<file path="src/res_defs.vh">
// register map, field positions and timing constants of the rail enable sequencer
`ifndef RES_DEFS_VH
`define RES_DEFS_VH
`define RES_ADDR_R5_SEL      8'h14
`define RES_ADDR_R5_DLY      8'h15
`define RES_ADDR_R6_MASK     8'h16
`define RES_SEL_LSB          2
`define RES_SEL_MSB          4
`define RES_MASK_SWB2LA1     1
`define RES_MASK_LOAD_SWITCH_B1        0
`define RES_FALL_LSB         3
`define RES_FALL_MSB         5
`define RES_RISE_LSB         0
`define RES_RISE_MSB         2
`define RES_SEL_WMASK        8'h1f
`define RES_DLY_WMASK        8'h3f
`define RES_SEL_CONTROL_INPUT_1         3'h0
`define RES_SEL_CONTROL_INPUT_2         3'h1
`define RES_SEL_CONTROL_INPUT_5         3'h2
`define RES_SEL_CONTROL_INPUT_4         3'h3
`define RES_SEL_CONTROL_INPUT_3         3'h4
`define RES_SEL_CONTROL_INPUT_3_4       3'h5
`define RES_SEL_CONTROL_INPUT_6         3'h6
`define RES_SEL_ALWAYS       3'h7
`define RES_DLY_MS_0         7'h00
`define RES_DLY_MS_1         7'h02
`define RES_DLY_MS_2         7'h04
`define RES_DLY_MS_3         7'h08
`define RES_DLY_MS_4         7'h10
`define RES_DLY_MS_5         7'h18
`define RES_DLY_MS_6         7'h20
`define RES_DLY_MS_7         7'h40
`define RES_CLK_MHZ          200
`define RES_MS_IN_US         1000
`define RES_CYC_PER_MS       (`RES_CLK_MHZ * `RES_MS_IN_US)
`endif

</file>
<file path="src/res_rail_enable_seq.v">
// enable sequencing for step-down rail 5 (pin select, power-good masks, edge delays) and power-good masks for rail 6
// Overview of operation
// - bits 4:2 of the select register route one control input (000..110 -> 1,2,5,4,3,6; 101 -> 3 and 4).
// - select code 111 feeds a constant one into the control input mux.
// - select register bit 1 masks the switch-b2/linear-a1 power-good for rail 5 when set.
// - select register bit 0 masks the switch-b1 power-good for rail 5 when set.
// - delay register bits 5:3 delay the enable fall by 0,2,4,8,16,24,32,64 ms.
// - delay register bits 2:0 delay the enable rise with the same code table.
// - edge delays need only be within ten percent of nominal.
// - rail 6 mask bit 7 excludes the linear-a3 power-good when set.
// - rail 6 mask bit 6 excludes the linear-a2 power-good when set.
// - rail 6 mask bit 5 excludes the switch-a1 power-good when set.
// - rail 6 mask bit 4 excludes the rail 5 power-good when set.
// - rail 6 mask bit 3 excludes the rail 4 power-good when set.
// - rail 6 mask bits 2,1,0 exclude the rail 3, 2, 1 power-goods when set.
// - all fields are read/write and take their reset values from the programmed defaults.
`timescale 1ns/1ps
`include "res_defs.vh"

module res_rail_enable_seq #(
    parameter integer CYC_PER_MS = `RES_CYC_PER_MS  // clock cycles per millisecond
) (
    input  wire       core_clk,       // 200 MHz clock
    input  wire       resetn,         // synchronous reset, active low
    input  wire       clkEn,          // freezes all state while low
    input  wire [7:0] otpSel,         // programmed default of select/mask register
    input  wire [7:0] otpDly,         // programmed default of delay register
    input  wire [7:0] otpR6Mask,      // programmed default of rail 6 mask register
    input  wire [7:0] regAddr,        // register offset from serial port
    input  wire [7:0] regWrData,      // write data
    input  wire       regWrEn,        // write strobe, one cycle
    input  wire [5:0] ctlPin,         // control inputs 6..1, bit 0 is input 1
    input  wire       pgSwB2LinA1,    // switch-b2/linear-a1 power-good
    input  wire       pgSwB1,         // switch-b1 power-good
    input  wire [7:0] pgRail6Src,     // la3,la2,load_switch_a1,r5,r4,r3,r2,r1 power-goods
    output reg  [7:0] regRdData_q,    // read data, one cycle after address
    output reg        rail5Enable_q,  // internal enable of rail 5
    output reg        rail6PgReady_q  // all unmasked rail 6 power-goods good
);

    localparam [1:0] ST_IDLE = 2'b01;
    localparam [1:0] ST_WAIT = 2'b10;

    reg  [7:0]  selReg_q;
    reg  [7:0]  dlyReg_q;
    reg  [7:0]  r6Mask_q;
    reg         loaded_q;
    reg  [5:0]  ctlMeta_q;
    reg  [5:0]  ctlSync_q;
    reg  [9:0]  pgMeta_q;
    reg  [9:0]  pgSync_q;
    reg  [1:0]  state_q;
    reg  [31:0] cycCnt_q;
    reg  [6:0]  msCnt_q;
    reg         ctlSelected;
    reg  [6:0]  delayMs;
    wire [2:0]  pinSel   = selReg_q[`RES_SEL_MSB:`RES_SEL_LSB];
    wire [2:0]  fallCode = dlyReg_q[`RES_FALL_MSB:`RES_FALL_LSB];
    wire [2:0]  riseCode = dlyReg_q[`RES_RISE_MSB:`RES_RISE_LSB];
    wire        pgR5Ok;
    wire        rail5Target;
    wire        msTick;

    function [6:0] codeToMs;
        input [2:0] code;
        begin
            case (code)
                3'h0:    codeToMs = `RES_DLY_MS_0;
                3'h1:    codeToMs = `RES_DLY_MS_1;
                3'h2:    codeToMs = `RES_DLY_MS_2;
                3'h3:    codeToMs = `RES_DLY_MS_3;
                3'h4:    codeToMs = `RES_DLY_MS_4;
                3'h5:    codeToMs = `RES_DLY_MS_5;
                3'h6:    codeToMs = `RES_DLY_MS_6;
                default: codeToMs = `RES_DLY_MS_7;
            endcase
        end
    endfunction

    // register file, loaded from programmed defaults once after reset release
    always @(posedge core_clk)
    begin
        if (!resetn)
        begin
            selReg_q <= 8'h00;
            dlyReg_q <= 8'h00;
            r6Mask_q <= 8'h00;
            loaded_q <= 1'b0;
        end
        else if (clkEn)
        begin
            if (!loaded_q)
            begin
                selReg_q <= otpSel & `RES_SEL_WMASK;
                dlyReg_q <= otpDly & `RES_DLY_WMASK;
                r6Mask_q <= otpR6Mask;
                loaded_q <= 1'b1;
            end
            else if (regWrEn)
            begin
                case (regAddr)
                    `RES_ADDR_R5_SEL:  selReg_q <= regWrData & `RES_SEL_WMASK;
                    `RES_ADDR_R5_DLY:  dlyReg_q <= regWrData & `RES_DLY_WMASK;
                    `RES_ADDR_R6_MASK: r6Mask_q <= regWrData;
                    default:           selReg_q <= selReg_q;
                endcase
            end
        end
    end

    // registered read; unmapped offsets read zero
    always @(posedge core_clk)
    begin
        if (!resetn)
            regRdData_q <= 8'h00;
        else if (clkEn)
        begin
            case (regAddr)
                `RES_ADDR_R5_SEL:  regRdData_q <= selReg_q;
                `RES_ADDR_R5_DLY:  regRdData_q <= dlyReg_q;
                `RES_ADDR_R6_MASK: regRdData_q <= r6Mask_q;
                default:           regRdData_q <= 8'h00;
            endcase
        end
    end

    // two-stage synchronisers for pins and power-good monitors
    always @(posedge core_clk)
    begin
        if (!resetn)
        begin
            ctlMeta_q <= 6'h00;
            ctlSync_q <= 6'h00;
            pgMeta_q  <= 10'h000;
            pgSync_q  <= 10'h000;
        end
        else if (clkEn)
        begin
            ctlMeta_q <= ctlPin;
            ctlSync_q <= ctlMeta_q;
            pgMeta_q  <= {pgRail6Src, pgSwB2LinA1, pgSwB1};
            pgSync_q  <= pgMeta_q;
        end
    end

    // control input mux
    always @*
    begin
        case (pinSel)
            `RES_SEL_CONTROL_INPUT_1:   ctlSelected = ctlSync_q[0];
            `RES_SEL_CONTROL_INPUT_2:   ctlSelected = ctlSync_q[1];
            `RES_SEL_CONTROL_INPUT_5:   ctlSelected = ctlSync_q[4];
            `RES_SEL_CONTROL_INPUT_4:   ctlSelected = ctlSync_q[3];
            `RES_SEL_CONTROL_INPUT_3:   ctlSelected = ctlSync_q[2];
            `RES_SEL_CONTROL_INPUT_3_4: ctlSelected = ctlSync_q[2] & ctlSync_q[3];
            `RES_SEL_CONTROL_INPUT_6:   ctlSelected = ctlSync_q[5];
            default:         ctlSelected = 1'b1;
        endcase
    end

    assign pgR5Ok = (pgSync_q[1] | selReg_q[`RES_MASK_SWB2LA1])
                  & (pgSync_q[0] | selReg_q[`RES_MASK_LOAD_SWITCH_B1]);
    assign rail5Target = ctlSelected & pgR5Ok;

    // delay of the pending edge: rise code when turning on, fall code when turning off
    always @*
    begin
        if (rail5Enable_q)
            delayMs = codeToMs(fallCode);
        else
            delayMs = codeToMs(riseCode);
    end

    // exact cycle count, well inside the allowed tolerance
    assign msTick = (cycCnt_q == CYC_PER_MS - 1);

    // edge delay state machine; a target that reverts during the wait cancels the edge
    always @(posedge core_clk)
    begin
        if (!resetn)
        begin
            state_q       <= ST_IDLE;
            cycCnt_q      <= 32'h0000_0000;
            msCnt_q       <= 7'h00;
            rail5Enable_q <= 1'b0;
        end
        else if (clkEn && loaded_q)
        begin
            case (state_q)
                ST_IDLE:
                begin
                    cycCnt_q <= 32'h0000_0000;
                    msCnt_q  <= 7'h00;
                    if (rail5Target != rail5Enable_q)
                        state_q <= ST_WAIT;
                end
                ST_WAIT:
                begin
                    if (rail5Target == rail5Enable_q)
                        state_q <= ST_IDLE;
                    else if (msCnt_q >= delayMs)
                    begin
                        rail5Enable_q <= rail5Target;
                        state_q       <= ST_IDLE;
                    end
                    else if (msTick)
                    begin
                        cycCnt_q <= 32'h0000_0000;
                        msCnt_q  <= msCnt_q + 7'h01;
                    end
                    else
                        cycCnt_q <= cycCnt_q + 32'h0000_0001;
                end
                default:
                    state_q <= ST_IDLE;
            endcase
        end
    end

    // rail 6 power-good qualification: a set mask bit forces that source good
    always @(posedge core_clk)
    begin
        if (!resetn)
            rail6PgReady_q <= 1'b0;
        else if (clkEn)
            rail6PgReady_q <= &(pgSync_q[9:2] | r6Mask_q);
    end

endmodule // res_rail_enable_seq

</file>
<file path="config.mk">
export PLATFORM = sky130hd
export DESIGN_NAME = res_rail_enable_seq
export DESIGN_NICKNAME = d
export VERILOG_FILES = /design/src/res_rail_enable_seq.v
export VERILOG_INCLUDE_DIRS = /design/src /design/src/src
export SDC_FILE = /design/constraint.sdc
export NUM_CORES = 1
export LEC_CHECK = 0
export ABC_AREA = 1
export BUFFER_PORTS_ARGS = -buffer_cell sky130_fd_sc_hd__buf_4
export CAP_MARGIN = 20
export CORE_MARGIN = 1
export CORE_UTILIZATION = 55
export DETAILED_ROUTE_END_ITERATION = 12
export HOLD_SLACK_MARGIN = 0.05
export MAX_ROUTING_LAYER = met4
export PLACE_DENSITY = 0.76
export SYNTH_ARGS = -nofsm -noshare
export SYNTH_HDL_FRONTEND = slang
export SYNTH_SLANG_ARGS = --single-unit
export TNS_END_PERCENT = 20
</file>
<file path="constraint.sdc">
create_clock -name core_clk -period 3.3 [get_ports core_clk]
set_clock_uncertainty 0.2 [all_clocks]
set_input_delay 0.495 -clock core_clk [delete_from_list [all_inputs] [get_ports core_clk]]
set_output_delay 0.495 -clock core_clk [all_outputs]
set_load 0.005 [all_outputs]
</file>
Word level (Yosys, flattened, before mapping)
Index checks and enable logic that the tools add are counted.
Storage, ports and cells
  register bits after elaboration: 108
  input port bits: 60
  output and inout bits: 10
  word-level logic and storage cells: 98
Operators by class
  add/sub/neg operators: 2
  order comparisons: 1
  equal/unequal tests: 35
  mux-type cells: 26
  bitwise operators: 7
  reduce and logical (&&, ||, !) cells: 13
Operator list (count)
  $pmux W7 S7: 2
  $mux W32: 3
  $mux W8: 9
  $pmux W32 S2: 1
  $add A32 B1 Y32 const B: 1
  $eq A32 B18 Y1 const B: 1
  $mux W7: 4
  $eq A3 B3 Y1 const B: 9
  $eq A8 B5 Y1 const B: 3
  $pmux W8 S3: 1
  $eq A3 B2 Y1 const B: 6
  $pmux W7 S2: 1
  $reduce_and A3 Y1: 4
  $ne A2 B2 Y1 const B: 5
  $eq A3 B1 Y1 const B: 3
  $logic_not A3 Y1: 3
  $or A8 B8 Y8: 1
  $reduce_and A4 Y1: 2
  $reduce_and A8 Y1: 1
  $add A7 B1 Y7 const B: 1
  $ge A7 B7 Y1: 1
  $pmux W1 S7: 1
  $mux W2: 3
  $ne A2 B1 Y1 const B: 3
  other kinds (12): 15

Logic depth before layout (Yosys ltp)
Gate-level depths: netlist of run 1.
  depth in word-level cells: 7
  gate-level depth with buffers: 19
  gate-level depth less buffers: 18

Worst setup path after synthesis of run 1
No wires, ideal clock.
  kind: register -> register
  from: register rail5Enable_q
  to: register cycCnt_q[31]
  library setup time: 114 ps
  arrival time: 2201 ps
  data required time: 2986 ps
  slack: 785 ps
  cell stages (with the launch flop): 18
  buffers on the path: 2
  cells stage by stage: dfxtp_1 > buf_2 > inv_1 > nand2_1 > inv_1 > a31oi_1 > ha_1 > nand2_1 > inv_1 > a21oi_1 > nand4_1 > a21oi_4 > nand2_8 > inv_6 > buf_12 > nand2_2 > nand2_2 > nor2_2
Between the ends
  cells in the longest elaborated chain, start to end: 4
Ends and longest elaborated chain
  from (decl): RTL line res_rail_enable_seq.v:37  | output reg rail5Enable_q,
  from (signal assigned): RTL line res_rail_enable_seq.v:203  | rail5Enable_q <= rail5Target;
  $mux W7: RTL line res_rail_enable_seq.v:168  | if (rail5Enable_q)
  $ge A7 B7 Y1: RTL line res_rail_enable_seq.v:201  | else if (msCnt_q >= delayMs)
  $ne A2 B2 Y1 (no source line)
  $reduce_and A4 Y1 (no source line) *
  to (signal assigned): RTL line res_rail_enable_seq.v:212  | cycCnt_q <= cycCnt_q + 32'h0000_0001;
  to (decl): RTL line res_rail_enable_seq.v:53  | reg [31:0] cycCnt_q;
Mark *: on every way between the ends. The rest lies on a longest branch, timed or not.
A chain may end at the register's enable or synchronous reset.

Worst setup path after layout of run 1
  from: register rail5Enable_q
  to: register cycCnt_q[18]
The elaborated chain is that of the path after synthesis.

==> report_table.html, run 1 <==
<table>
<tr><th>Metric</th><th>Value</th></tr>
<tr><th colspan="2">Min path</th></tr>
<tr><td>End of the worst hold path</td><td>ctlMeta_q[3]</td></tr>
<tr><td>Launch point of the worst hold path</td><td>ctlPin[3]</td></tr>
<tr><td>Hold WC Path Type</td><td>in2reg</td></tr>
<tr><td>Number of cells traversed by the worst hold path</td><td>3</td></tr>
<tr><th colspan="2">Placement</th></tr>
<tr><td>Routability cong.</td><td>approximately 0.94</td></tr>
<tr><td>Minimum setup slack after placement</td><td>0.322 ns</td></tr>
<tr><td>Number of buffers added on ports</td><td>64</td></tr>
<tr><td>HPWL reported at the end of detailed placement</td><td>roughly 10 mm</td></tr>
<tr><td>Post-placement cell count</td><td>approximately 1100</td></tr>
<tr><th colspan="2">Global route</th></tr>
<tr><td>Total global routing track utilization</td><td>27.5%</td></tr>
<tr><td>Number of antenna violations at the first check in global routing</td><td>0</td></tr>
<tr><td>Pin count of the biggest net entering global routing</td><td>78</td></tr>
<tr><td>Global-route wire length before repair</td><td>around 24 mm</td></tr>
<tr><td>Gr busiest metal</td><td>met2</td></tr>
<tr><td>Met3 Resource Use GR</td><td>approximately 5.4%</td></tr>
<tr><td>Leftover overflow at the end of global routing</td><td>0</td></tr>
<tr><td>Met1 Use GR</td><td>between 30% and 40%</td></tr>
<tr><td>Vias in the first global route</td><td>approximately 5300</td></tr>
<tr><td>Global Route met2 Usage</td><td>between 40 and 50%</td></tr>
<tr><th colspan="2">CTS</th></tr>
<tr><td>Number of hold buffers added after CTS</td><td>0</td></tr>
<tr><td>Maximum number of buffers from clock root to sink</td><td>2</td></tr>
<tr><td>Number of gates given a new drive strength after cts</td><td>0</td></tr>
<tr><td>Worst-path clk slew</td><td>~0.11 ns</td></tr>
<tr><td>TritonCTS clock tree</td><td>built</td></tr>
<tr><td>Inserted Clock Buffers</td><td>9</td></tr>
<tr><td>Sink Count</td><td>103</td></tr>
<tr><td>CTS Root Cell</td><td>sky130_fd_sc_hd__clkbuf_8</td></tr>
<tr><td>Number of H-tree levels</td><td>3</td></tr>
<tr><td>Setup fix buffers added after clock tree synthesis</td><td>0</td></tr>
<tr><td>Worst-Skew Late Latency</td><td>0.39 ns</td></tr>
<tr><th colspan="2">Final layout</th></tr>
<tr><td>Post-route insts no fill</td><td>around 1100</td></tr>
<tr><td>Area added between synthesis and finish</td><td>12.2%</td></tr>
<tr><td>Fillcell total</td><td>1024</td></tr>
<tr><td>Most frequent cells in the layout</td><td>219 x sky130_fd_sc_hd__nand2_1, 195 x sky130_fd_sc_hd__nor2_1, 102 x sky130_fd_sc_hd__dfxtp_1</td></tr>
<tr><td>Diode count</td><td>0</td></tr>
<tr><td>Layout cells sized above 1</td><td>14.6%</td></tr>
<tr><td>Most frequent standard cell in the layout excluding fill and tap cells</td><td>sky130_fd_sc_hd__nand2_1</td></tr>
<tr><td>Number of nets at the end of the flow</td><td>1023</td></tr>
<tr><th colspan="2">STA</th></tr>
<tr><td>Unrepaired setup endpoints after global routing</td><td>no</td></tr>
<tr><td>PnR worst setup slack</td><td>0.456 ns</td></tr>
<tr><td>Highest clock rate</td><td>0.352 GHz</td></tr>
<tr><td>Post-layout minimum cycle time</td><td>between 2 and 3 ns</td></tr>
<tr><td>Slew Limit Headroom</td><td>a little under a third</td></tr>
<tr><td>Worst-Margin Slew</td><td>approximately 1.0 ns</td></tr>
<tr><td>Setup violators final</td><td>0</td></tr>
<tr><td>Hold Violations, Final</td><td>0</td></tr>
<tr><td>Period Utilization, post-route</td><td>a little under nine tenths</td></tr>
<tr><td>Post-route setup TNS</td><td>0 ns</td></tr>
<tr><td>Number of pins with negative max-slew slack in the final report</td><td>0</td></tr>
<tr><th colspan="2">Setup path</th></tr>
<tr><td>Reg2reg path depth</td><td>14</td></tr>
<tr><td>Reg-to-Reg Start</td><td>rail5Enable_q</td></tr>
<tr><td>Critical Path Source</td><td>rail5Enable_q</td></tr>
<tr><td>Cell chain of the critical path</td><td>inv_1 -&gt; nand2_1 -&gt; inv_1 -&gt; a31oi_1 -&gt; ha_1 -&gt; nand2_1 -&gt; inv_1 -&gt; a21oi_1 -&gt; nand4_1 -&gt; a21oi_4 -&gt; nand2_8 -&gt; inv_6 -&gt; nand2_2 -&gt; a21oi_2</td></tr>
<tr><td>Critical path startpoint category</td><td>flop</td></tr>
<tr><td>Path type of the worst setup path</td><td>reg2reg</td></tr>
<tr><td>Worst flop-to-flop path endpoint</td><td>cycCnt_q[18]</td></tr>
<tr><td>Capturing element type of the critical path</td><td>flop</td></tr>
<tr><td>Crit path DAT</td><td>around 3 ns</td></tr>
<tr><td>Maximum fanout encountered on the critical timing path</td><td>35</td></tr>
<tr><td>Cell mode on critical path</td><td>sky130_fd_sc_hd__inv_1</td></tr>
<tr><td>Setup slack of the worst register-to-register path</td><td>0.46 ns</td></tr>
<tr><td>Worst stage delay on the critical path</td><td>~0.45 ns</td></tr>
<tr><td>Required time reported for the critical path endpoint</td><td>around 3.4 ns</td></tr>
<tr><td>Critical path's slowest cell</td><td>sky130_fd_sc_hd__dfxtp_2</td></tr>
<tr><th colspan="2">Power and ir drop</th></tr>
<tr><td>IR drop worst, VDD</td><td>around 0.37 mV</td></tr>
<tr><td>Leakage power total</td><td>roughly 2.7 nW</td></tr>
<tr><td>P per Cell Area</td><td>about 380 nW/um^2</td></tr>
<tr><th colspan="2">Run</th></tr>
<tr><td>MaxCap Viol Count</td><td>0</td></tr>
<tr><th colspan="2">Yosys</th></tr>
<tr><td>Top cells by area, synth</td><td>sky130_fd_sc_hd__dfxtp_1 35%, sky130_fd_sc_hd__nand2_1 14%, sky130_fd_sc_hd__nor2_1 13%</td></tr>
<tr><td>Post-synth top area share</td><td>between 30% and 40%</td></tr>
<tr><td>Cell type with the largest total area after synthesis</td><td>sky130_fd_sc_hd__dfxtp_1</td></tr>
<tr><td>Synthesized instance count</td><td>907</td></tr>
<tr><td>Synthesized net count</td><td>975</td></tr>
<tr><td>Post-Synthesis Mean Instance Area</td><td>roughly 6.4 sq um</td></tr>
<tr><td>Sequential element share of the synthesized area</td><td>around 35%</td></tr>
<tr><td>Synth Register Bits</td><td>around 100</td></tr>
<tr><td>Async set-reset flop share out of synthesis</td><td>0%</td></tr>
<tr><td>Commonest register cell after synthesis</td><td>sky130_fd_sc_hd__dfxtp_1</td></tr>
<tr><td>Cell area after synthesis</td><td>approximately 6000 sq um</td></tr>
<tr><td>Post-synth cell types</td><td>between 40 and 50</td></tr>
<tr><td>Yosys warning total</td><td>0</td></tr>
<tr><td>Number of synthesized flops with an enable pin</td><td>0</td></tr>
<tr><th colspan="2">Floorplanning</th></tr>
<tr><td>Placement Rows</td><td>37</td></tr>
<tr><td>Die boundary width</td><td>105 um</td></tr>
<tr><td>Initial cell density of the core</td><td>56.7%</td></tr>
<tr><td>Core box area</td><td>around 10000 sq um</td></tr>
<tr><td>IO Count</td><td>70</td></tr>
<tr><td>Die area</td><td>between 10000 and 15000 sq um</td></tr>
<tr><td>Die Y</td><td>105 um</td></tr>
<tr><th colspan="2">Routing</th></tr>
<tr><td>Routed length per instance</td><td>~13 um</td></tr>
<tr><td>Residual antenna-violating net count after detailed routing</td><td>0</td></tr>
<tr><td>DRC marker count from the first detailed-route iteration</td><td>around 230</td></tr>
<tr><td>Post-DR vias/cell</td><td>approximately 5.2</td></tr>
<tr><td>Vias after detailed routing</td><td>about 5700</td></tr>
<tr><td>Final routed wirelength across all metal layers</td><td>14.0 mm</td></tr>
<tr><td>Post-detailed-route DRC marker count</td><td>0</td></tr>
<tr><td>Drt first pass iters</td><td>5</td></tr>
<tr><th colspan="2">Outcome</th></tr>
<tr><td>Status</td><td>finished clean</td></tr>
</table>
[sequential cells by signal (all words and copies together) (netlist names), 7 cells and up]
register,flops
pgSync_q,10
regRdData_q,8
cycCnt_q,32
msCnt_q,7
pgMeta_q,10
r6Mask_q,8
[where the power goes]
group          total (mW)  internal [mW]  switching [mW]
Sequential           1.37           1.31          0.0612
Clock               0.769          0.292           0.478
Combinational       0.332          0.137           0.195
Total                2.47           1.74           0.734
[layer usage]
metal  routed length, um  share of wire (%)  vias up
met5                   0                  0        -
met4                 373                2.7        0
li1                    -                  -     3017
met1                6470                 46     2518
met3                 590                4.2       24
met2                6580                 47      132
[kinds of logic (layout without fill, tap and decap cells)]
family | Yosys count | in the layout | synth area share, %
xor gates and xnor gates | 12 | 12 | 1.80
and+or+nand+nor | 536 | 536 | 39.2
adders and majority gates | 8 | 8 | 1.72
AOI/OAI and AO/OA | 136 | 136 | 13.6
buffers and inverters | 112 | 165 | 8.29
DFF | 103 | 103 | 35.4
[worst max path at each step]
stage                   endpoint  depth (start not counted)
floorplan           cycCnt_q[31]                         17
global placement    cycCnt_q[17]                         15
detailed placement  cycCnt_q[27]                         15
CTS                 cycCnt_q[18]                         14
global route        cycCnt_q[17]                         15
finish              cycCnt_q[18]                         14
[critical path, delay by kind of cell, from the launching register on]
kind	cells	cell delay (ns)
AO/OA/AOI/OAI	4	0.74
flip-flops	1	0.45
AND/OR/NAND/NOR	5	0.61
adder cells (fa/ha/maj)	1	0.26
buffers and inverters	4	0.49
[cell usage after synthesis (all sizes together), types with 11 or more instances]
master,instances
xor2,11
nor3,13
nand2,239
nand3,53
buf,14
nand4,14
a21oi,35
o21ai,67
inv,76
dfxtp,103
clkbuf,21
a31oi,22
nor2,201
[metrics by stage]
stage                     utilization [%]  area, sq um  hold slack, ns  total power, mW
after floorplan                         -         5830           0.244             1.62
after global placement               61.8         6350           0.254             1.72
after detailed placement             61.8         6350           0.259             1.73
after CTS                            63.6         6540           0.110             2.49
after global routing                 63.6         6540           0.117             2.59
final                                63.6         6540           0.122             2.47
[final cells by class]
| class | count | area, sq um | share of cell area (%) |
|---|---|---|---|
| multi-input combinational | 692 | 3280 | 50.2 |
| sequential | 103 | 2060 | 31.6 |
| timing repair buffer | 72 | 541 | 8.27 |
| inverter | 77 | 294 | 4.50 |
| tap | 136 | 170 | 2.60 |
| clock buffer | 9 | 124 | 1.89 |
| clock inverter | 7 | 63.8 | 0.976 |
Power figures use the tool's default switching activity.
==> run 2: changes to the inputs <==
--- a/config.mk
+++ b/config.mk
@@ -7,9 +7,8 @@
 export NUM_CORES = 1
 export LEC_CHECK = 0
 export ABC_AREA = 1
-export BUFFER_PORTS_ARGS = -buffer_cell sky130_fd_sc_hd__buf_4
+export BUFFER_PORTS_ARGS = -buffer_cell sky130_fd_sc_hd__buf_2
 export CAP_MARGIN = 20
-export CORE_MARGIN = 1
 export CORE_UTILIZATION = 55
 export DETAILED_ROUTE_END_ITERATION = 12
 export HOLD_SLACK_MARGIN = 0.05
==> report_table.html, run 2 (synthesis gave the netlist of run 1 again) <==
<table>
<tr><th>Metric</th><th>Value</th></tr>
<tr><th colspan="2">Outcome</th></tr>
<tr><td>Status</td><td>finished clean</td></tr>
<tr><th colspan="2">Setup path</th></tr>
<tr><td>Reg-to-Reg Start</td><td>rail5Enable_q</td></tr>
<tr><td>Worst flop-to-flop path endpoint</td><td>cycCnt_q[28]</td></tr>
<tr><td>Path type of the worst setup path</td><td>reg2reg</td></tr>
<tr><td>Reg2reg path depth</td><td>15 (+1)</td></tr>
<tr><td>End of the critical path</td><td>cycCnt_q[28]</td></tr>
<tr><td>Critical path startpoint category</td><td>flop</td></tr>
<tr><td>Maximum fanout encountered on the critical timing path</td><td>35 (unchanged)</td></tr>
<tr><td>Critical Path Source</td><td>rail5Enable_q</td></tr>
<tr><td>Crit path DAT</td><td>3.08 ns (+0.14 ns)</td></tr>
<tr><td>Required time reported for the critical path endpoint</td><td>3.39 ns (about the same)</td></tr>
<tr><td>Setup slack of the worst register-to-register path</td><td>0.31 ns (-0.15 ns)</td></tr>
<tr><td>Capturing element type of the critical path</td><td>flop</td></tr>
<tr><th colspan="2">STA</th></tr>
<tr><td>Period Utilization, post-route</td><td>90.6% (+4.4 points)</td></tr>
<tr><td>Hold Violations, Final</td><td>0 (unchanged)</td></tr>
<tr><td>Post-layout minimum cycle time</td><td>2.99 ns (+0.145 ns)</td></tr>
<tr><td>Highest clock rate</td><td>0.335 GHz (-4.9%)</td></tr>
<tr><td>Setup violators final</td><td>0 (unchanged)</td></tr>
<tr><td>Worst-Margin Slew</td><td>0.683 ns (-0.350 ns)</td></tr>
<tr><td>Unrepaired setup endpoints after global routing</td><td>no</td></tr>
<tr><td>Post-route setup TNS</td><td>0 ns (unchanged)</td></tr>
<tr><td>Slew Limit Headroom</td><td>54.4% (+24 points)</td></tr>
<tr><td>Number of pins with negative max-slew slack in the final report</td><td>0 (unchanged)</td></tr>
<tr><th colspan="2">Final layout</th></tr>
<tr><td>Register with the highest flop count</td><td>cycCnt_q</td></tr>
<tr><td>Area added between synthesis and finish</td><td>9.64%</td></tr>
<tr><td>Final Instance Area</td><td>6390 sq um (-2.3%)</td></tr>
<tr><td>Fillcell total</td><td>1035 (+1.1%)</td></tr>
<tr><td>Number of flip-flops under the largest register name</td><td>32 (unchanged)</td></tr>
<tr><td>Layout cells sized above 1</td><td>14.6% (+0.058 points)</td></tr>
<tr><td>Most frequent cells in the layout</td><td>219 x sky130_fd_sc_hd__nand2_1, 195 x sky130_fd_sc_hd__nor2_1, 103 x sky130_fd_sc_hd__dfxtp_1</td></tr>
<tr><td>Largest registers</td><td>cycCnt_q x32, pgMeta_q x10, pgSync_q x10</td></tr>
<tr><td>Diode count</td><td>0 (unchanged)</td></tr>
<tr><td>Most frequent standard cell in the layout excluding fill and tap cells</td><td>sky130_fd_sc_hd__nand2_1</td></tr>
<tr><td>Number of nets at the end of the flow</td><td>1027 (+0.39%)</td></tr>
<tr><th colspan="2">CTS</th></tr>
<tr><td>Worst-Skew Late Latency</td><td>0.39 ns (about the same)</td></tr>
<tr><td>Maximum number of buffers from clock root to sink</td><td>2 (unchanged)</td></tr>
<tr><td>CTS Root Cell</td><td>sky130_fd_sc_hd__clkbuf_8</td></tr>
<tr><td>TritonCTS clock tree</td><td>built</td></tr>
<tr><td>Worst-path clk slew</td><td>0.10 ns (about the same)</td></tr>
<tr><td>Number of hold buffers added after CTS</td><td>0 (unchanged)</td></tr>
<tr><td>Number of H-tree levels</td><td>3 (unchanged)</td></tr>
<tr><td>Inserted Clock Buffers</td><td>9 (unchanged)</td></tr>
<tr><td>Number of gates given a new drive strength after cts</td><td>0 (unchanged)</td></tr>
<tr><td>Setup fix buffers added after clock tree synthesis</td><td>0 (unchanged)</td></tr>
<tr><td>Sink Count</td><td>103 (unchanged)</td></tr>
<tr><th colspan="2">Global route</th></tr>
<tr><td>Vias in the first global route</td><td>5368 (+1.7%)</td></tr>
<tr><td>Pin count of the biggest net entering global routing</td><td>41 (-47%)</td></tr>
<tr><td>Total global routing track utilization</td><td>28.2% (+0.73 points)</td></tr>
<tr><td>Global-route wire length before repair</td><td>24.3 mm (+1.5%)</td></tr>
<tr><td>Leftover overflow at the end of global routing</td><td>0 (unchanged)</td></tr>
<tr><td>Number of antenna violations at the first check in global routing</td><td>0 (unchanged)</td></tr>
<tr><th colspan="2">Routing</th></tr>
<tr><td>Post-DR vias/cell</td><td>5.22 (+0.55%)</td></tr>
<tr><td>Post-detailed-route DRC marker count</td><td>0 (unchanged)</td></tr>
<tr><td>Residual antenna-violating net count after detailed routing</td><td>0 (unchanged)</td></tr>
<tr><td>Vias after detailed routing</td><td>5738 (+0.83%)</td></tr>
<tr><td>DRC marker count from the first detailed-route iteration</td><td>353 (+57%)</td></tr>
<tr><td>Drt first pass iters</td><td>5 (unchanged)</td></tr>
<tr><td>Final routed wirelength across all metal layers</td><td>14.3 mm (+1.8%)</td></tr>
<tr><td>Routed length per instance</td><td>13.0 um (+1.6%)</td></tr>
<tr><th colspan="2">Floorplanning</th></tr>
<tr><td>IO Count</td><td>70 (unchanged)</td></tr>
<tr><td>Initial cell density of the core</td><td>56.7% (unchanged)</td></tr>
<tr><td>Die area</td><td>11000 sq um (unchanged)</td></tr>
<tr><td>Die Y</td><td>105 um (unchanged)</td></tr>
<tr><td>Die boundary width</td><td>105 um (unchanged)</td></tr>
<tr><td>Placement Rows</td><td>37 (unchanged)</td></tr>
<tr><td>Core box area</td><td>10300 sq um (unchanged)</td></tr>
<tr><th colspan="2">Placement</th></tr>
<tr><td>Number of buffers added on ports</td><td>64 (unchanged)</td></tr>
<tr><td>Area of placed instances</td><td>6220 sq um (-2.0%)</td></tr>
<tr><td>Routability cong.</td><td>0.936 (-0.67%)</td></tr>
<tr><td>HPWL reported at the end of detailed placement</td><td>10.5 mm (+1.9%)</td></tr>
<tr><th colspan="2">Power and ir drop</th></tr>
<tr><td>Total Power Consumption</td><td>2.43 mW (-1.6%)</td></tr>
<tr><td>Leakage power total</td><td>2.66 nW (-1.6%)</td></tr>
<tr><td>P per Cell Area</td><td>380 nW/um^2 (+0.69%)</td></tr>
<tr><td>IR drop worst, VDD</td><td>0.329 mV (-11%)</td></tr>
<tr><th colspan="2">Min path</th></tr>
<tr><td>Hold WC Path Type</td><td>in2reg</td></tr>
<tr><th colspan="2">Run</th></tr>
<tr><td>MaxCap Viol Count</td><td>0 (unchanged)</td></tr>
</table>
[run 2: changes by cell type in the layout (fill, tap and decap cells not counted), sizes merged]
cell,change
buf,+4
inv,-2
clkbuf,+1
clkinv,-1
clkinvlp,+1
[run 2: critical path, stage by stage, from the launching register on]
cell and delay, ns:
sky130_fd_sc_hd__dfxtp_1 0.57, sky130_fd_sc_hd__inv_1 0.16, sky130_fd_sc_hd__nand2_1 0.12, sky130_fd_sc_hd__inv_1 0.06, sky130_fd_sc_hd__a31oi_1 0.15, sky130_fd_sc_hd__ha_1 0.27, sky130_fd_sc_hd__nand2_1 0.09, sky130_fd_sc_hd__inv_1 0.04
sky130_fd_sc_hd__a21oi_1 0.19, sky130_fd_sc_hd__nand4_1 0.19, sky130_fd_sc_hd__a21oi_4 0.25, sky130_fd_sc_hd__nand2_8 0.12, sky130_fd_sc_hd__inv_6 0.26, sky130_fd_sc_hd__nand2_1 0.09, sky130_fd_sc_hd__nand2_1 0.07, sky130_fd_sc_hd__nor2_1 0.04
[run 2: cell type report]
type                    count  area [sq um]  share of cell area (%)
well taps                 136           170                    2.66
flip-flops and latches    103          2060                    32.3
repair buffers             76           410                    6.42
clock buffers              10           128                    2.00
multi-input cells         692          3280                    51.4
clock inverters             5          42.5                   0.666
inverters                  77           294                    4.60
[run 2: where the power goes]
| part | switching [mW] | total (mW) | internal, mW |
|---|---|---|---|
| registers | 0.0621 | 1.37 | 1.31 |
| logic | 0.196 | 0.320 | 0.124 |
| clock network | 0.463 | 0.742 | 0.279 |
[run 2: worst min path at each step]
stage | depth (start not counted) | start | end
3_3_place_gp | 2 | state_q[1] | state_q[1]
3_5_place_dp | 2 | regRdData_q[3] | regRdData_q[3]
5_1_grt | 3 | pgRail6Src[2] | pgMeta_q[4]
2_1_floorplan | 2 | state_q[1] | state_q[1]
6_report | 3 | pgRail6Src[3] | pgMeta_q[5]
4_1_cts | 3 | pgRail6Src[3] | pgMeta_q[5]
[run 2: per-layer routing]
metal	GRT usage (%)	vias up	part of all wire (%)	routed length, um
li1	-	3023	-	-
met1	33.1	2563	46	6500
met2	49.0	133	49	6950
met3	5.24	19	4.0	575
met4	8.25	0	1.7	244
met5	-	-	0	0
[run 2: through the flow]
step / utilization (%) / hold WS, ns / setup slack, ns / instances
after detailed placement: 60.5 / 0.254 / 0.328 / 1084
after global placement: 60.5 / 0.253 / 0.346 / 1084
after CTS: 62.2 / 0.0991 / 0.302 / 1099
after global routing: 62.2 / 0.0991 / 0.0597 / 1099
after floorplan: - / 0.244 / 0.785 / 907
final: 62.2 / 0.118 / 0.311 / 1099
==> run 3: changes to the inputs <==
--- a/config.mk
+++ b/config.mk
@@ -12,7 +12,6 @@
 export CORE_UTILIZATION = 55
 export DETAILED_ROUTE_END_ITERATION = 12
 export HOLD_SLACK_MARGIN = 0.05
-export MAX_ROUTING_LAYER = met4
 export PLACE_DENSITY = 0.76
 export SYNTH_ARGS = -nofsm -noshare
 export SYNTH_HDL_FRONTEND = slang
==> report_table.html, run 3 (synthesis gave the netlist of run 1 again) <==
<table>
<tr><th>Metric</th><th>Value</th></tr>
<tr><th colspan="2">STA</th></tr>
<tr><td>Setup violators final</td><td>0 (unchanged)</td></tr>
<tr><td>Slew Limit Headroom</td><td>56.1% (+1.6 points)</td></tr>
<tr><td>PnR worst setup slack</td><td>0.434 ns (+0.123 ns)</td></tr>
<tr><td>Post-route setup TNS</td><td>0 ns (unchanged)</td></tr>
<tr><td>Post-layout minimum cycle time</td><td>2.87 ns (-0.123 ns)</td></tr>
<tr><td>Hold Violations, Final</td><td>0 (unchanged)</td></tr>
<tr><td>Period Utilization, post-route</td><td>86.8% (-3.7 points)</td></tr>
<tr><td>Worst Hold Slack</td><td>0.119 ns (+0.00110 ns)</td></tr>
<tr><td>Worst-Margin Slew</td><td>0.658 ns (-0.0244 ns)</td></tr>
<tr><td>Highest clock rate</td><td>0.349 GHz (+4.3%)</td></tr>
<tr><td>Unrepaired setup endpoints after global routing</td><td>no</td></tr>
<tr><td>Number of pins with negative max-slew slack in the final report</td><td>0 (unchanged)</td></tr>
<tr><th colspan="2">CTS</th></tr>
<tr><td>Maximum number of buffers from clock root to sink</td><td>2 (unchanged)</td></tr>
<tr><td>TritonCTS clock tree</td><td>built</td></tr>
<tr><td>Number of H-tree levels</td><td>3 (unchanged)</td></tr>
<tr><td>CTS Root Cell</td><td>sky130_fd_sc_hd__clkbuf_8</td></tr>
<tr><td>Sink Count</td><td>103 (unchanged)</td></tr>
<tr><td>Worst-Skew Late Latency</td><td>0.39 ns (about the same)</td></tr>
<tr><td>Worst-path clk slew</td><td>0.10 ns (about the same)</td></tr>
<tr><td>Inserted Clock Buffers</td><td>9 (unchanged)</td></tr>
<tr><td>Setup fix buffers added after clock tree synthesis</td><td>0 (unchanged)</td></tr>
<tr><th colspan="2">Setup path</th></tr>
<tr><td>Required time reported for the critical path endpoint</td><td>3.40 ns (about the same)</td></tr>
<tr><td>Cell chain of the critical path</td><td>inv_1 -&gt; nand2_1 -&gt; inv_1 -&gt; a31oi_1 -&gt; ha_1 -&gt; nand2_1 -&gt; inv_1 -&gt; a21oi_1 -&gt; nand4_1 -&gt; a21oi_4 -&gt; nand2_8 -&gt; inv_6 -&gt; nand2_1 -&gt; nand2_1 -&gt; nor2_1</td></tr>
<tr><td>Cell mode on critical path</td><td>sky130_fd_sc_hd__nand2_1</td></tr>
<tr><td>Worst stage delay on the critical path</td><td>0.45 ns (-0.12 ns)</td></tr>
<tr><td>Capturing element type of the critical path</td><td>flop</td></tr>
<tr><td>Critical path startpoint category</td><td>flop</td></tr>
<tr><td>Critical path's slowest cell</td><td>sky130_fd_sc_hd__dfxtp_2</td></tr>
<tr><td>Buffer and inverter count on the worst path</td><td>4 (unchanged)</td></tr>
<tr><td>Maximum fanout encountered on the critical timing path</td><td>35 (unchanged)</td></tr>
<tr><td>Path type of the worst setup path</td><td>reg2reg</td></tr>
<tr><td>Crit path DAT</td><td>2.96 ns (-0.12 ns)</td></tr>
<tr><td>Gate family responsible for the most delay along the worst path</td><td>simple AND/OR/NAND/NOR gates</td></tr>
<tr><th colspan="2">Power and ir drop</th></tr>
<tr><td>P per Cell Area</td><td>382 nW/um^2 (+0.50%)</td></tr>
<tr><td>Leakage power total</td><td>2.67 nW (+0.21%)</td></tr>
<tr><td>Net switching power</td><td>0.724 mW (+0.50%)</td></tr>
<tr><td>Internal power consumption</td><td>1.72 mW (+0.72%)</td></tr>
<tr><td>Power share of the combinational group</td><td>13.1% (about the same)</td></tr>
<tr><td>Total Power Consumption</td><td>2.45 mW (+0.66%)</td></tr>
<tr><td>Sequential cell fraction of total power</td><td>55.9% (-0.4 points)</td></tr>
<tr><td>IR drop worst, VDD</td><td>0.348 mV (+5.6%)</td></tr>
<tr><td>Net switching share of the total power</td><td>29.6% (-0.047 points)</td></tr>
<tr><td>Clock power frac</td><td>31.0% (+0.5 points)</td></tr>
<tr><th colspan="2">Placement</th></tr>
<tr><td>Minimum setup slack after placement</td><td>0.282 ns (-0.0455 ns)</td></tr>
<tr><td>Number of buffers added on ports</td><td>64 (unchanged)</td></tr>
<tr><td>Routability cong.</td><td>0.956 (+2.1%)</td></tr>
<tr><td>HPWL reported at the end of detailed placement</td><td>10.4 mm (-0.75%)</td></tr>
<tr><th colspan="2">Global route</th></tr>
<tr><td>Vias in the first global route</td><td>5340 (-0.52%)</td></tr>
<tr><td>Number of antenna violations at the first check in global routing</td><td>0 (unchanged)</td></tr>
<tr><td>Leftover overflow at the end of global routing</td><td>0 (unchanged)</td></tr>
<tr><td>Global-route wire length before repair</td><td>23.7 mm (-2.3%)</td></tr>
<tr><td>Total global routing track utilization</td><td>26.6% (-1.5 points)</td></tr>
<tr><td>Pin count of the biggest net entering global routing</td><td>42 (+2.4%)</td></tr>
<tr><th colspan="2">Outcome</th></tr>
<tr><td>Status</td><td>finished clean</td></tr>
<tr><th colspan="2">Final layout</th></tr>
<tr><td>Most frequent cells in the layout</td><td>219 x sky130_fd_sc_hd__nand2_1, 195 x sky130_fd_sc_hd__nor2_1, 102 x sky130_fd_sc_hd__dfxtp_1</td></tr>
<tr><td>Diode count</td><td>0 (unchanged)</td></tr>
<tr><td>Storage element area</td><td>2060 sq um (about the same)</td></tr>
<tr><td>Number of flip-flops under the largest register name</td><td>32 (unchanged)</td></tr>
<tr><td>Area added between synthesis and finish</td><td>9.81%</td></tr>
<tr><td>Most frequent standard cell in the layout excluding fill and tap cells</td><td>sky130_fd_sc_hd__nand2_1</td></tr>
<tr><td>Fillcell total</td><td>1049 (+1.4%)</td></tr>
<tr><td>Number of nets at the end of the flow</td><td>1027 (unchanged)</td></tr>
<tr><td>Area of combinational cells with multiple inputs</td><td>3280 sq um (unchanged)</td></tr>
<tr><td>Register with the highest flop count</td><td>cycCnt_q</td></tr>
<tr><td>Layout cells sized above 1</td><td>14.7% (+0.089 points)</td></tr>
<tr><td>Largest registers</td><td>cycCnt_q x32, pgMeta_q x10, pgSync_q x10</td></tr>
<tr><th colspan="2">Floorplanning</th></tr>
<tr><td>IO Count</td><td>70 (unchanged)</td></tr>
<tr><td>Die area</td><td>11000 sq um (unchanged)</td></tr>
<tr><td>Core box area</td><td>10300 sq um (unchanged)</td></tr>
<tr><td>Placement Rows</td><td>37 (unchanged)</td></tr>
<tr><td>Die Y</td><td>105 um (unchanged)</td></tr>
<tr><td>Initial cell density of the core</td><td>56.7% (unchanged)</td></tr>
<tr><td>Die boundary width</td><td>105 um (unchanged)</td></tr>
<tr><th colspan="2">Routing</th></tr>
<tr><td>DRC marker count from the first detailed-route iteration</td><td>322 (-8.8%)</td></tr>
<tr><td>Routed length per instance</td><td>12.7 um (-2.1%)</td></tr>
<tr><td>Vias after detailed routing</td><td>5801 (+1.1%)</td></tr>
<tr><td>Final routed wirelength across all metal layers</td><td>14.0 mm (-2.0%)</td></tr>
<tr><td>Post-detailed-route DRC marker count</td><td>0 (unchanged)</td></tr>
<tr><td>Residual antenna-violating net count after detailed routing</td><td>0 (unchanged)</td></tr>
<tr><td>Drt first pass iters</td><td>5 (unchanged)</td></tr>
<tr><td>Post-DR vias/cell</td><td>5.27 (+1.0%)</td></tr>
<tr><th colspan="2">Min path</th></tr>
<tr><td>Hold WC Path Type</td><td>in2reg</td></tr>
<tr><th colspan="2">Run</th></tr>
<tr><td>MaxCap Viol Count</td><td>0 (unchanged)</td></tr>
</table>
## run 3: metrics by stage
stage	std cells	area, sq um	util (%)
final	1100	6400	62.3
after global routing	1100	6400	62.3
after CTS	1100	6400	62.2
after detailed placement	1084	6220	60.5
after global placement	1084	6220	60.5
after floorplan	907	5830	-
## run 3: path summary, 6_finish.rpt
path,start,endpoint,slack [ns],depth (start not counted)
max reg2reg,rail5Enable_q,cycCnt_q[17],0.43,15
min reg2reg,state_q[1],state_q[1],0.27,2
max,rail5Enable_q,cycCnt_q[17],0.43,15
min,pgRail6Src[5],pgMeta_q[7],0.12,3
## run 3: power by group through the flow
stage	Sequential (mW)	Clock, mW	Combinational [mW]
floorplan	1.38	0	0.243
global placement	1.39	0	0.315
detailed placement	1.40	0	0.321
CTS	1.37	0.796	0.322
global route	1.38	0.831	0.370
finish	1.37	0.758	0.321
## run 3: worst min-delay path, stage by stage
cell and delay, ns:
sky130_fd_sc_hd__buf_2 0.07, sky130_fd_sc_hd__nor2_1 0.03, sky130_fd_sc_hd__nor2_1 0.08
## run 3: cell type report
type                            count  area share (%)
Tap cell                          136            2.66
Clock buffer                       11            2.05
Sequential cell                   103            32.2
Clock inverter                      5           0.743
Multi-Input combinational cell    692            51.3
Inverter                           77            4.60
Timing Repair Buffer               76            6.41
## run 3: what timing repair did
item / CTS / global route
gates resized for setup: 0 / 1
endpoints found under the setup margin: 0 / 4
hold buffers: 0 / 0
## run 3: layer usage
layer	GRT usage (%)	share of wire, %
met1	31.6	44
met2	45.6	47
met3	6.30	5.6
met4	12.0	3.2
met5	0	0
